===== src/inc/ipic_pkg.sv =====
// package: register map, field layout, reset values and timing for the input pin and irq control block
`default_nettype none
package ipic_pkg;

    // register offsets (8-bit register address space)
    localparam logic [7:0] ADDR_BIDIR_LEVEL  = 8'h2A;
    localparam logic [7:0] ADDR_PIN_FUNC     = 8'h2B;
    localparam logic [7:0] ADDR_PINS_LEVEL   = 8'h2F;
    localparam logic [7:0] ADDR_IRQ_CFG      = 8'h32;
    localparam logic [7:0] ADDR_IRQ_MASK     = 8'h33;
    localparam logic [7:0] ADDR_IRQ_LATCHED  = 8'h36;

    // reset values
    localparam logic [7:0] RST_PIN_FUNC      = 8'h00;
    localparam logic [7:0] RST_IRQ_CFG       = 8'h00;
    localparam logic [7:0] RST_IRQ_MASK      = 8'hFF;

    // field positions
    localparam int POS_IN1_FUNC_LO           = 4;
    localparam int POS_BIAS_FUNC_LO          = 0;
    localparam int POS_IRQ_POL               = 7;
    localparam int POS_IRQ_STYLE_LO          = 5;
    localparam int POS_LATCH_VIEW            = 2;
    localparam int POS_LEVEL_HI              = 7;
    localparam int POS_LEVEL_LO              = 6;
    localparam int POS_SRC_LO                = 3;
    localparam int NUM_SRC                   = 5;

    // writable bit masks; reserved bits of the pin function and irq config registers read zero
    localparam logic [7:0] WMASK_PIN_FUNC    = 8'h77;
    localparam logic [7:0] WMASK_IRQ_CFG     = 8'hE4;

    // timing: 20 MHz clock
    localparam int CLK_HZ                    = 20_000_000;
    localparam int IRQ_PULSE_US              = 2000;
    localparam int IRQ_PERIOD_US             = 4000;
    localparam int PULSE_CYC                 = (IRQ_PULSE_US * (CLK_HZ / 1_000_000));
    localparam int PERIOD_CYC                = (IRQ_PERIOD_US * (CLK_HZ / 1_000_000));
    localparam int CNT_W                     = 17;

    // pin use encodings shared by both input pins
    typedef enum logic [2:0] {
        PIN_OFF      = 3'h0,
        PIN_GPI      = 3'h1,
        PIN_MCLK     = 3'h2,
        PIN_SER_IN   = 3'h3,
        PIN_PDM12    = 3'h4,
        PIN_PDM34    = 3'h5,
        PIN_RSVD     = 3'h6,
        PIN_ADC_PD   = 3'h7
    } ipic_pin_use_type;

    // interrupt assertion styles
    typedef enum logic [1:0] {
        STYLE_LEVEL  = 2'h0,
        STYLE_RSVD   = 2'h1,
        STYLE_REPEAT = 2'h2,
        STYLE_PULSE  = 2'h3
    } ipic_style_type;

    // register bus request
    typedef struct packed {
        logic       wr;
        logic       rd;
        logic [7:0] addr;
        logic [7:0] wdata;
    } ipic_req_type;

    // routed input functions out of the pin muxes
    typedef struct packed {
        logic mclk;
        logic ser_in;
        logic pdm12;
        logic pdm34;
        logic adc_pd;
    } ipic_route_type;

    // pulse-style interrupt timer states, gray along idle->high->low
    typedef enum logic [1:0] {
        TMR_IDLE = 2'b00,
        TMR_HIGH = 2'b01,
        TMR_LOW  = 2'b11
    } ipic_tmr_type;

endpackage : ipic_pkg
`default_nettype wire


===== src/core/ipic_pin_sync.sv =====
// three-stage input synchroniser with agreement filter
`timescale 1ns/1ns
`default_nettype none
module ipic_pin_sync (
    input  wire logic sys_clk,
    input  wire logic rst,
    input  wire logic pin_in,
    output var  logic level_ff
);
    logic s1_ff;
    logic s2_ff;
    logic s3_ff;

    // shift chain, first stage feeds only the second
    always_ff @(posedge sys_clk or posedge rst) begin
        if (rst) begin
            s1_ff <= 1'b0;
            s2_ff <= 1'b0;
            s3_ff <= 1'b0;
        end else begin
            s1_ff <= pin_in;
            s2_ff <= s1_ff;
            s3_ff <= s2_ff;
        end
    end

    // accept a change once stages two and three agree
    always_ff @(posedge sys_clk or posedge rst) begin
        if (rst) begin
            level_ff <= 1'b0;
        end else if (s2_ff == s3_ff) begin
            level_ff <= s3_ff;
        end
    end
endmodule : ipic_pin_sync
`default_nettype wire


===== src/core/ipic_top.sv =====
// input pin function, level monitor and interrupt generation
//
// What this block does
// - bidir pin level reads at bit seven
// - pin1 field: disabled, general input, clock
// - codes 3,4,5 route serial/pdm; 6 reserved
// - code 7 powers down all ADC channels
// - bias pin field uses same encodings
// - monitor shows pin1 bit7, bias bit6
// - polarity bit: 0 active low, 1 high
// - style 0 holds irq while pending
// - style 2 asserts 2ms every 4ms
// - style 3 one 2ms pulse per event
// - view bit hides masked latched flags
// - mask bit7 gates clock error source
// - mask bit6 gates pll lock source
// - mask bit5 gates mixing saturation source
// - mask bits 4,3 gate activity sources
// - mask register resets to all ones
// - functions and irq config reset zero
// - latched flags bits 7..3, clear on read
// - irq reaches pin only when selected
`timescale 1ns/1ns
`default_nettype none
module ipic_top
    import ipic_pkg::*;
(
    input  wire logic                     sys_clk,
    input  wire logic                     rst,
    input  wire ipic_pkg::ipic_req_type   req,
    output var  logic [7:0]               rdata_ff,
    input  wire logic                     bidir_pin_in,
    input  wire logic                     bidir_is_gpi,
    input  wire logic                     analog_pos_in2_pin,
    input  wire logic                     mic_bias_pin,
    input  wire logic [NUM_SRC-1:0]       irq_events,
    input  wire logic                     irq_pin_selected,
    output var  logic                     irq_pin_out_ff,
    output var  logic                     irq_pin_oe_n_ff,
    output var  ipic_pkg::ipic_route_type route_ff
);
    import ipic_pkg::*;

    ////////////////////////////////////////////////////////////////////////
    // registers and internal state
    logic [7:0]         pin_func_ff;
    logic [7:0]         irq_cfg_ff;
    logic [7:0]         irq_mask_ff;
    logic [NUM_SRC-1:0] latched_ff;
    logic [NUM_SRC-1:0] evt_prev_ff;
    logic               bidir_lvl;
    logic               in1_lvl;
    logic               bias_lvl;
    ipic_pin_use_type   in1_use;
    ipic_pin_use_type   bias_use;
    ipic_style_type     style;
    logic [NUM_SRC-1:0] src_mask;
    logic [NUM_SRC-1:0] evt_rise;
    logic [NUM_SRC-1:0] latch_view;
    logic               pending;
    logic               new_event;
    logic               irq_active;
    ipic_tmr_type       tmr_ff;
    ipic_tmr_type       nxt_tmr;
    logic [CNT_W-1:0]   cnt_ff;
    logic [CNT_W-1:0]   nxt_cnt;
    logic [7:0]         nxt_rdata;
    ipic_route_type     nxt_route;

    // masked write merge
    function automatic logic [7:0] merge_wr(input logic [7:0] wd, input logic [7:0] wm);
        merge_wr = wd & wm;
    endfunction : merge_wr

    // true when a pin use field equals a code
    function automatic logic use_is(input ipic_pin_use_type u, input ipic_pin_use_type c);
        use_is = (u == c);
    endfunction : use_is

    ////////////////////////////////////////////////////////////////////////
    // pin synchronisers
    ipic_pin_sync u_sync_bidir (
        .sys_clk  (sys_clk),
        .rst      (rst),
        .pin_in   (bidir_pin_in),
        .level_ff (bidir_lvl)
    );

    ipic_pin_sync u_sync_in1 (
        .sys_clk  (sys_clk),
        .rst      (rst),
        .pin_in   (analog_pos_in2_pin),
        .level_ff (in1_lvl)
    );

    ipic_pin_sync u_sync_bias (
        .sys_clk  (sys_clk),
        .rst      (rst),
        .pin_in   (mic_bias_pin),
        .level_ff (bias_lvl)
    );

    ////////////////////////////////////////////////////////////////////////
    // field decode
    assign in1_use  = ipic_pin_use_type'(pin_func_ff[POS_IN1_FUNC_LO +: 3]);
    assign bias_use = ipic_pin_use_type'(pin_func_ff[POS_BIAS_FUNC_LO +: 3]);
    assign style    = ipic_style_type'(irq_cfg_ff[POS_IRQ_STYLE_LO +: 2]);
    assign src_mask = irq_mask_ff[POS_SRC_LO +: NUM_SRC];

    ////////////////////////////////////////////////////////////////////////
    // configuration registers
    // mask resets ones
    always_ff @(posedge sys_clk or posedge rst) begin
        if (rst) begin
            irq_mask_ff <= RST_IRQ_MASK;
        end else if (req.wr && req.addr == ADDR_IRQ_MASK) begin
            irq_mask_ff <= req.wdata;
        end
    end

    always_ff @(posedge sys_clk or posedge rst) begin
        if (rst) begin
            pin_func_ff <= RST_PIN_FUNC;
        end else if (req.wr && req.addr == ADDR_PIN_FUNC) begin
            pin_func_ff <= merge_wr(req.wdata, WMASK_PIN_FUNC);
        end
    end

    always_ff @(posedge sys_clk or posedge rst) begin
        if (rst) begin
            irq_cfg_ff <= RST_IRQ_CFG;
        end else if (req.wr && req.addr == ADDR_IRQ_CFG) begin
            irq_cfg_ff <= merge_wr(req.wdata, WMASK_IRQ_CFG);
        end
    end

    ////////////////////////////////////////////////////////////////////////
    // pin routing
    always_comb begin
        nxt_route.mclk   = (use_is(in1_use, PIN_MCLK) & in1_lvl) | (use_is(bias_use, PIN_MCLK) & bias_lvl);
        nxt_route.ser_in = (use_is(in1_use, PIN_SER_IN) & in1_lvl) | (use_is(bias_use, PIN_SER_IN) & bias_lvl);
        nxt_route.pdm12  = (use_is(in1_use, PIN_PDM12) & in1_lvl) | (use_is(bias_use, PIN_PDM12) & bias_lvl);
        nxt_route.pdm34  = (use_is(in1_use, PIN_PDM34) & in1_lvl) | (use_is(bias_use, PIN_PDM34) & bias_lvl);
        nxt_route.adc_pd = (use_is(in1_use, PIN_ADC_PD) & in1_lvl) | (use_is(bias_use, PIN_ADC_PD) & bias_lvl);
    end

    // registered route outputs
    always_ff @(posedge sys_clk or posedge rst) begin
        if (rst) begin
            route_ff <= '0;
        end else begin
            route_ff <= nxt_route;
        end
    end

    ////////////////////////////////////////////////////////////////////////
    // event capture and latched flags
    assign evt_rise = irq_events & ~evt_prev_ff;

    // edge detect of source events
    always_ff @(posedge sys_clk or posedge rst) begin
        if (rst) begin
            evt_prev_ff <= '0;
        end else begin
            evt_prev_ff <= irq_events;
        end
    end

    always_ff @(posedge sys_clk or posedge rst) begin
        if (rst) begin
            latched_ff <= '0;
        end else if (req.rd && req.addr == ADDR_IRQ_LATCHED) begin
            latched_ff <= (latched_ff & ~latch_view) | evt_rise;
        end else begin
            latched_ff <= latched_ff | evt_rise;
        end
    end

    assign latch_view = irq_cfg_ff[POS_LATCH_VIEW] ? (latched_ff & ~src_mask) : latched_ff;

    assign pending   = |(latched_ff & ~src_mask);
    assign new_event = |(evt_rise & ~src_mask);

    ////////////////////////////////////////////////////////////////////////
    // register readback
    always_comb begin
        nxt_rdata = 8'h00;
        unique case (req.addr)
            ADDR_BIDIR_LEVEL: nxt_rdata[POS_LEVEL_HI] = bidir_lvl & bidir_is_gpi;
            ADDR_PIN_FUNC:    nxt_rdata = pin_func_ff;
            ADDR_PINS_LEVEL: begin
                nxt_rdata[POS_LEVEL_HI] = in1_lvl & use_is(in1_use, PIN_GPI);
                nxt_rdata[POS_LEVEL_LO] = bias_lvl & use_is(bias_use, PIN_GPI);
            end
            ADDR_IRQ_CFG:     nxt_rdata = irq_cfg_ff;
            ADDR_IRQ_MASK:    nxt_rdata = irq_mask_ff;
            ADDR_IRQ_LATCHED: nxt_rdata[POS_SRC_LO +: NUM_SRC] = latch_view;
            default:          nxt_rdata = 8'h00;
        endcase
    end

    // read data register
    always_ff @(posedge sys_clk or posedge rst) begin
        if (rst) begin
            rdata_ff <= 8'h00;
        end else if (req.rd) begin
            rdata_ff <= nxt_rdata;
        end
    end

    ////////////////////////////////////////////////////////////////////////
    // timed interrupt styles
    always_comb begin
        nxt_tmr = tmr_ff;
        nxt_cnt = cnt_ff;
        unique case (tmr_ff)
            TMR_IDLE: begin
                if ((style == STYLE_REPEAT && pending) || (style == STYLE_PULSE && new_event)) begin
                    nxt_tmr = TMR_HIGH;
                    nxt_cnt = CNT_W'(PULSE_CYC - 1);
                end
            end
            TMR_HIGH: begin
                if (cnt_ff != '0) begin
                    nxt_cnt = cnt_ff - 1'b1;
                end else if (style == STYLE_REPEAT) begin
                    nxt_tmr = TMR_LOW;
                    nxt_cnt = CNT_W'(PERIOD_CYC - PULSE_CYC - 1);
                end else begin
                    nxt_tmr = TMR_IDLE;
                end
            end
            TMR_LOW: begin
                if (cnt_ff != '0) begin
                    nxt_cnt = cnt_ff - 1'b1;
                end else begin
                    nxt_tmr = TMR_IDLE;
                end
            end
            default: begin
                nxt_tmr = TMR_IDLE;
                nxt_cnt = '0;
            end
        endcase
    end

    // timer state and counter
    always_ff @(posedge sys_clk or posedge rst) begin
        if (rst) begin
            tmr_ff <= TMR_IDLE;
            cnt_ff <= '0;
        end else begin
            tmr_ff <= nxt_tmr;
            cnt_ff <= nxt_cnt;
        end
    end

    ////////////////////////////////////////////////////////////////////////
    // interrupt output
    always_comb begin
        unique case (style)
            STYLE_LEVEL:  irq_active = pending;
            STYLE_RSVD:   irq_active = pending;
            STYLE_REPEAT: irq_active = (tmr_ff == TMR_HIGH);
            STYLE_PULSE:  irq_active = (tmr_ff == TMR_HIGH);
        endcase
    end

    always_ff @(posedge sys_clk or posedge rst) begin
        if (rst) begin
            irq_pin_out_ff  <= 1'b1;
            irq_pin_oe_n_ff <= 1'b1;
        end else begin
            irq_pin_out_ff  <= irq_cfg_ff[POS_IRQ_POL] ? irq_active : ~irq_active;
            irq_pin_oe_n_ff <= ~irq_pin_selected;
        end
    end

endmodule : ipic_top
`default_nettype wire


===== config.mk =====
export PLATFORM = sky130hd
export DESIGN_NAME = ipic_top
export DESIGN_NICKNAME = d
export VERILOG_FILES = /design/src/inc/ipic_pkg.sv /design/src/core/ipic_pin_sync.sv /design/src/core/ipic_top.sv
export SDC_FILE = /design/constraint.sdc
export NUM_CORES = 1
export LEC_CHECK = 0
export ABC_AREA = 1
export BUFFER_PORTS_ARGS = -buffer_cell sky130_fd_sc_hd__buf_2
export CAP_MARGIN = 25
export CORE_MARGIN = 1
export CORE_UTILIZATION = 55
export CTS_CLUSTER_SIZE = 14
export DETAILED_ROUTE_END_ITERATION = 8
export PLACE_DENSITY = 0.83
export SYNTH_ARGS = -nofsm -noshare
export SYNTH_HDL_FRONTEND = slang
export SYNTH_SLANG_ARGS = --single-unit
export TNS_END_PERCENT = 20

===== constraint.sdc =====
create_clock -name sys_clk -period 4.3 [get_ports sys_clk]
set_input_delay 0 -clock sys_clk [delete_from_list [all_inputs] [get_ports sys_clk]]
set_output_delay 0 -clock sys_clk [all_outputs]
set_load 0.03 [all_outputs]

== After elaboration in Yosys (flattened, before gate mapping) ==
Cells that the tools add are included.
Word-level totals
  input bits: 30
  word-level logic and storage cells: 122
  ROM bits: 0
  memories kept: 0
  bits in latches: 0
  output and inout bits: 15
  register bits: 74
  RAM bits: 0
Cells by class
  multiply operators: 0
  shifts and indexed selects: 0
  div/mod/pow operators: 0
  $lt $le $gt $ge: 0
  equal/unequal tests: 31
  bitwise operators: 29
  reductions and logical operators: 16
  multiplexer cells: 18
  add/subtract/negate cells: 1
Operators with widths (number)
  $mux 17: 4
  $pmux 17 s3: 1
  $eq 8x6->1 const B: 6
  $and 5x5->5: 4
  $eq 3x3->1 const B: 6
  $reduce_bool 17->1: 1
  $sub 17x1->17 const B: 1
  $not 5->5: 3
  $and 1x1->1: 13
  $eq 3x2->1 const B: 4
  $pmux 3 s4: 1
  $mux 5: 2
  $or 5x5->5: 2
  $pmux 1 s5: 2
  $reduce_or 5->1: 2
  $pmux 3 s3: 1
  $mux 2: 4
  $ne 2x2->1 const B: 4
  $eq 2x2->1 const B: 3
  $eq 3x1->1 const B: 2
  $logic_and 1x1->1: 6
  $pmux 2 s3: 1
  $reduce_and 3->1: 2
  $or 1x1->1: 5
  9 further kinds: 15

== Longest topological paths before layout ==
  depth after elaboration: 8
  mapped depth: 11
  depth with buffers taken out: 10

== Modules after synthesis ==
From an unflattened synthesis, not the netlist that was laid out.
Second synthesis, totals
  cells, all modules: 458
  area, all modules: 3649.8 um2
By module, submodules not included
  ipic_top: area an instance 3289.4 um2, seq. area each 1564.0 um2, cells each 431, instances 1
  ipic_pin_sync: area an instance 120.1 um2, seq. area each 100.1 um2, cells each 9, instances 3

== Least setup slack after synthesis ==
Ideal clock, no wire load.
  path kind: reg2reg
  from: register cnt_ff[0]
  to: register cnt_ff[0]
  setup slack: 2.677 ns
  buffers on the path: 1
  arrival: 1.558 ns
  data required time: 4.235 ns
  library setup time: 0.065 ns
  clock period less this slack: 1.623 ns
  cell stages (with the launch flop): 12
  cells stage by stage: dfrtp_1 inv_1 ha_1 nand3_2 nor2_4 nand3_2 inv_2 nand3_4 nand2_4 buf_6 nand2_1 nand2_1
On the way
  cells in the longest elaborated chain, start to end: 3
  elaborated cells between the ends (all ways): 8
  those cells by class: add/sub: 1; eq/ne: 2; mux: 3; reduce/logical: 2
RTL lines
  start: declaration: RTL line ipic_top.sv:65  | logic [CNT_W-1:0] cnt_ff;
  start signal: assignment: RTL line ipic_top.sv:254  | cnt_ff <= nxt_cnt;
  $sub 17x1->17 or $reduce_bool 17->1 (tied branches)
  $mux 17 (tied with other cells): RTL line ipic_top.sv:234  | if (cnt_ff != '0) begin
  $pmux 17 s3 or $reduce_and 3->1 (tied branches)
Parallel ways exist; a longest one is shown, timed or not. The select of a mux whose other input is x is not followed.
A chain may end at the register's enable or synchronous reset.

== Worst setup path in the final report ==
  from: register cnt_ff[0]
  to: register cnt_ff[15]
Same word-level chain as after synthesis.

==> impl_metrics.csv <==
group,metric,value,unit
setup_path,criticalPathCategory,"flop to flop",
floorplan,die_area,0.006931,mm2
setup_path,crit_path_frequent_cell,"nand2_1",
sta,maxSlewViolCount,0,
yosys,synthesis.area,0.003631,mm2
routing,routed_via_density,5.272,
place,dp_hpwl,5633,um
power_and_ir_drop,p_int,0.001043,W
cells_and_area,fillCellCount,528,
setup_path,critPathBufInv,1,
yosys,yosysTopAreaCell,"dfrtp_1",
yosys,yosysTopAreaCellShare,44.11,%
sta,post-route-period-util,42.72,%
floorplan,core,0.006350,mm2
power_and_ir_drop,p_leak,2.166,nW
global_route,grt_pass1_vias,3158,
cells_and_area,antenna_cells,0,
setup_path,cp_top_family,"simple AND/OR/NAND/NOR gates",
cells_and_area,layout.nets,556,
setup_path,cp-start-kind,"flop",
power_and_ir_drop,p_switching,0.0003277,W
sta,max_slew.worst_pin.slew,0.6024,ns
clocking,numCtsBuffers,9,
cells_and_area,drive_gt1_share,17.74,%
clocking,cts.sinks,74,
setup_path,reg2reg_depth,10,
min_path,hold_path.class,"input port to flop",
setup_path,r2r_end,"cnt_ff[15]",
power_and_ir_drop,seqPwrFrac,53.8,%
setup_path,crit_path_end_kind,"flop",
floorplan,core.rowCount,29,
min_path,hp-start,"req[12]",
routing,drt-total-wl,7749,um
routing,drc_errors,0,
sta,setup_viol,0,
floorplan,die-width,83.25,um
setup_path,rrSetupSlack,2.46,ns
routing,drtPass1Iterations,5,
power_and_ir_drop,peakVddDrop,0.2423,mV
place,io_buffers,44,
cells_and_area,area_growth,18.71,%
clocking,ctsResizeCount,0,
yosys,yosys_register_bits,74,
cells_and_area,final_util,67.88,%
run_status,outcome,"completed",
power_and_ir_drop,swShare,23.91,%
flow_run,drv_cap,0,
min_path,worst_hold_path.endpoint,"rdata_ff[7]",
yosys,ys_top_cells_by_area,"dfrtp_1 44%, nand2_1 16%, dfstp_2 7.2%, nand3_1 5.1%, inv_1 4.5%",
setup_path,max_stage_delay,0.38,ns
setup_path,path_max_fanout,7,
sta,timing.setup.tns,0,ns
clocking,cts_buffer_depth,2,
floorplan,initial_core_util,57.18,%
floorplan,ios,45,
setup_path,cp_cell_sequence,"inv_1 > ha_1 > nand3_2 > nor2_4 > nand3_2 > nand2_1 > nand2_1 > nand2_1 > nand2_1 > nand2_1",
sta,final.min_clock_period,1.837,ns
power_and_ir_drop,power.density,318.0,mW/mm2
min_path,hold_depth,6,
setup_path,cpMaxStageDelayCell,"dfrtp_1",
setup_path,required,4.58,ns
clocking,clk_pin_slew,0.08,ns
yosys,ys_types,35,
sta,slew_headroom,59.84,%
global_route,grt_use_total,25.05,%
yosys,syn_inst,456,
routing,wire_per_inst,12.77,um
yosys,yosys_warnings,0,
power_and_ir_drop,power_frac_comb,7.3,%
sta,setup_ws,2.463,ns
global_route,grt_overflow,0,
sta,fin_skew,0.01060,ns
setup_path,regToRegStartpoint,"cnt_ff[0]",
setup_path,worstPathArrival,2.12,ns
clocking,cts_tree,"done",
sta,grt_setup_unrepaired,"no",
global_route,grt_pass1_wl,13930,um
routing,route.antenna.remaining_nets,0,
yosys,syn_avg_cell_area,7.963,um2
place,place_ws,2.505,ns
clocking,clock_tree.root_cell,"clkbuf_8",
clocking,htree_levels,3,
sta,final_hold_viol_count,0,
power_and_ir_drop,p_clk_share,38.9,%
place,gp_congestion,0.8910,
routing,vias,3200,
sta,fmax,544.3,MHz
yosys,synth_nets,487,
floorplan,die_h,83.25,um
global_route,grt_start_max_net_pins,50,
global_route,antenna_found_initial,0,
routing,initialDrtViolationCount,179,
clocking,clock_latency,0.34,ns
yosys,ys_seq_area_share,51.34,%
sta,hold_ws,0.09679,ns
-- repair_timing --
action	CTS	global route
hold endpoints to repair	61	0
setup buffers	0	0
setup endpoints to repair	0	0
hold buffers	19	0
-- per-stage QoR --
stage | instance area [um2] | instances | power [W]
floorplan | 3631 | 456 | 0.0008009
global placement | 3924 | 572 | 0.0008342
detailed placement | 3924 | 572 | 0.0008376
CTS | 4310 | 607 | 0.001387
global route | 4310 | 607 | 0.001428
finish | 4310 | 607 | 0.001371
-- Yosys cell counts --
cell type  instances
nor3_2             2
a22o_1             1
dfstp_2           10
o21bai_1           2
or2_1              2
nand2_4            1
o22ai_1            1
nor2_1            35
buf_6              1
clkbuf_1           4
a21oi_1            8
nor3_1             4
o211ai_1           1
nor2_2             2
nand4_1            8
inv_1             44
nand3_4            1
buf_2              1
inv_2             10
o21ai_1           25
nand2_1          155
clkinv_1           1
dfrtp_1           64
maj3_1             3
or2_2              1
o32ai_1            3
nand3_2            3
nor2_4             3
xor2_1             3
xnor2_1            3
o31ai_1            4
nand3b_1           1
nand3_1           37
ha_1               1
o21ai_0           11
-- state kept, by name, indices dropped and copies added, names as in the netlist, 2 cells and up --
register	count
tmr_ff	2
latched_ff	5
rdata_ff	8
route_ff	5
irq_cfg_ff	4
evt_prev_ff	5
pin_func_ff	6
cnt_ff	17
irq_mask_ff	8
-- cell families (layout without fill, tap and decap cells) --
group	count (synthesis)	count (layout)	synth area share [%]
buffers and inverters	61	135	6.547
AND/OR/NAND/NOR	255	255	30.84
AO/OA/AOI/OAI	56	56	8.649
flip-flops	74	74	51.34
XOR/XNOR	6	6	1.448
adder cells (fa/ha/maj)	4	4	1.172
-- placed cells by master, fill, tap and decap left out, types with 11 or more instances in the layout --
master         instances
inv_1                 43
inv_2                 11
buf_2                 44
dfrtp_1               64
o21ai_0               11
o21ai_1               25
dlygate4sd3_1         19
nand3_1               37
nand2_1              155
nor2_1                35
-- worst reg2reg max path, stage by stage, from the launching register on --
cell     delay [ns]
dfrtp_1        0.38
inv_1          0.11
ha_1           0.22
nand3_2        0.15
nor2_4         0.21
nand3_2        0.14
nand2_1        0.17
nand2_1        0.19
nand2_1        0.11
nand2_1        0.05
nand2_1        0.06
-- how the worst max path moves through the flow --
stage	from	to	slack, ns	depth (start not counted)
global route	cnt_ff[0]	cnt_ff[1]	2.25	10
global placement	cnt_ff[0]	cnt_ff[15]	2.57	10
finish	cnt_ff[0]	cnt_ff[15]	2.46	10
detailed placement	cnt_ff[0]	cnt_ff[3]	2.51	10
CTS	cnt_ff[0]	cnt_ff[3]	2.47	10
floorplan	rst	cnt_ff[0]	2.43	1
-- metal layers --
metal | vias up | wire length (um) | global-route usage, %
met2 | 92 | 3798 | 41.36
met4 | 0 | 127 | 10.03
met5 | - | 0 | 0
met1 | 1492 | 3448 | 31.98
li1 | 1604 | - | -
met3 | 12 | 376 | 5.765
-- power groups by stage --
stage	clock, W	sequential (W)	combinational, W
2_1_floorplan	0	0.000754	0.0000471
3_3_place_gp	0	0.000749	0.0000849
3_5_place_dp	0	0.000750	0.0000875
4_1_cts	0.000549	0.000737	0.000101
5_1_grt	0.000576	0.000740	0.000112
6_report	0.000534	0.000737	0.0000997
-- cell type report --
type | count | area (um2) | share of cell area [%]
Inverter | 55 | 206.4 | 4.790
Tap cell | 77 | 96.34 | 2.235
Clock buffer | 11 | 141.4 | 3.280
Sequential cell | 74 | 1864 | 43.25
Timing Repair Buffer | 64 | 417.9 | 9.695
Multi-Input combinational cell | 321 | 1529 | 35.47
Clock inverter | 5 | 55.05 | 1.277
Power figures use the tool's default switching activity.
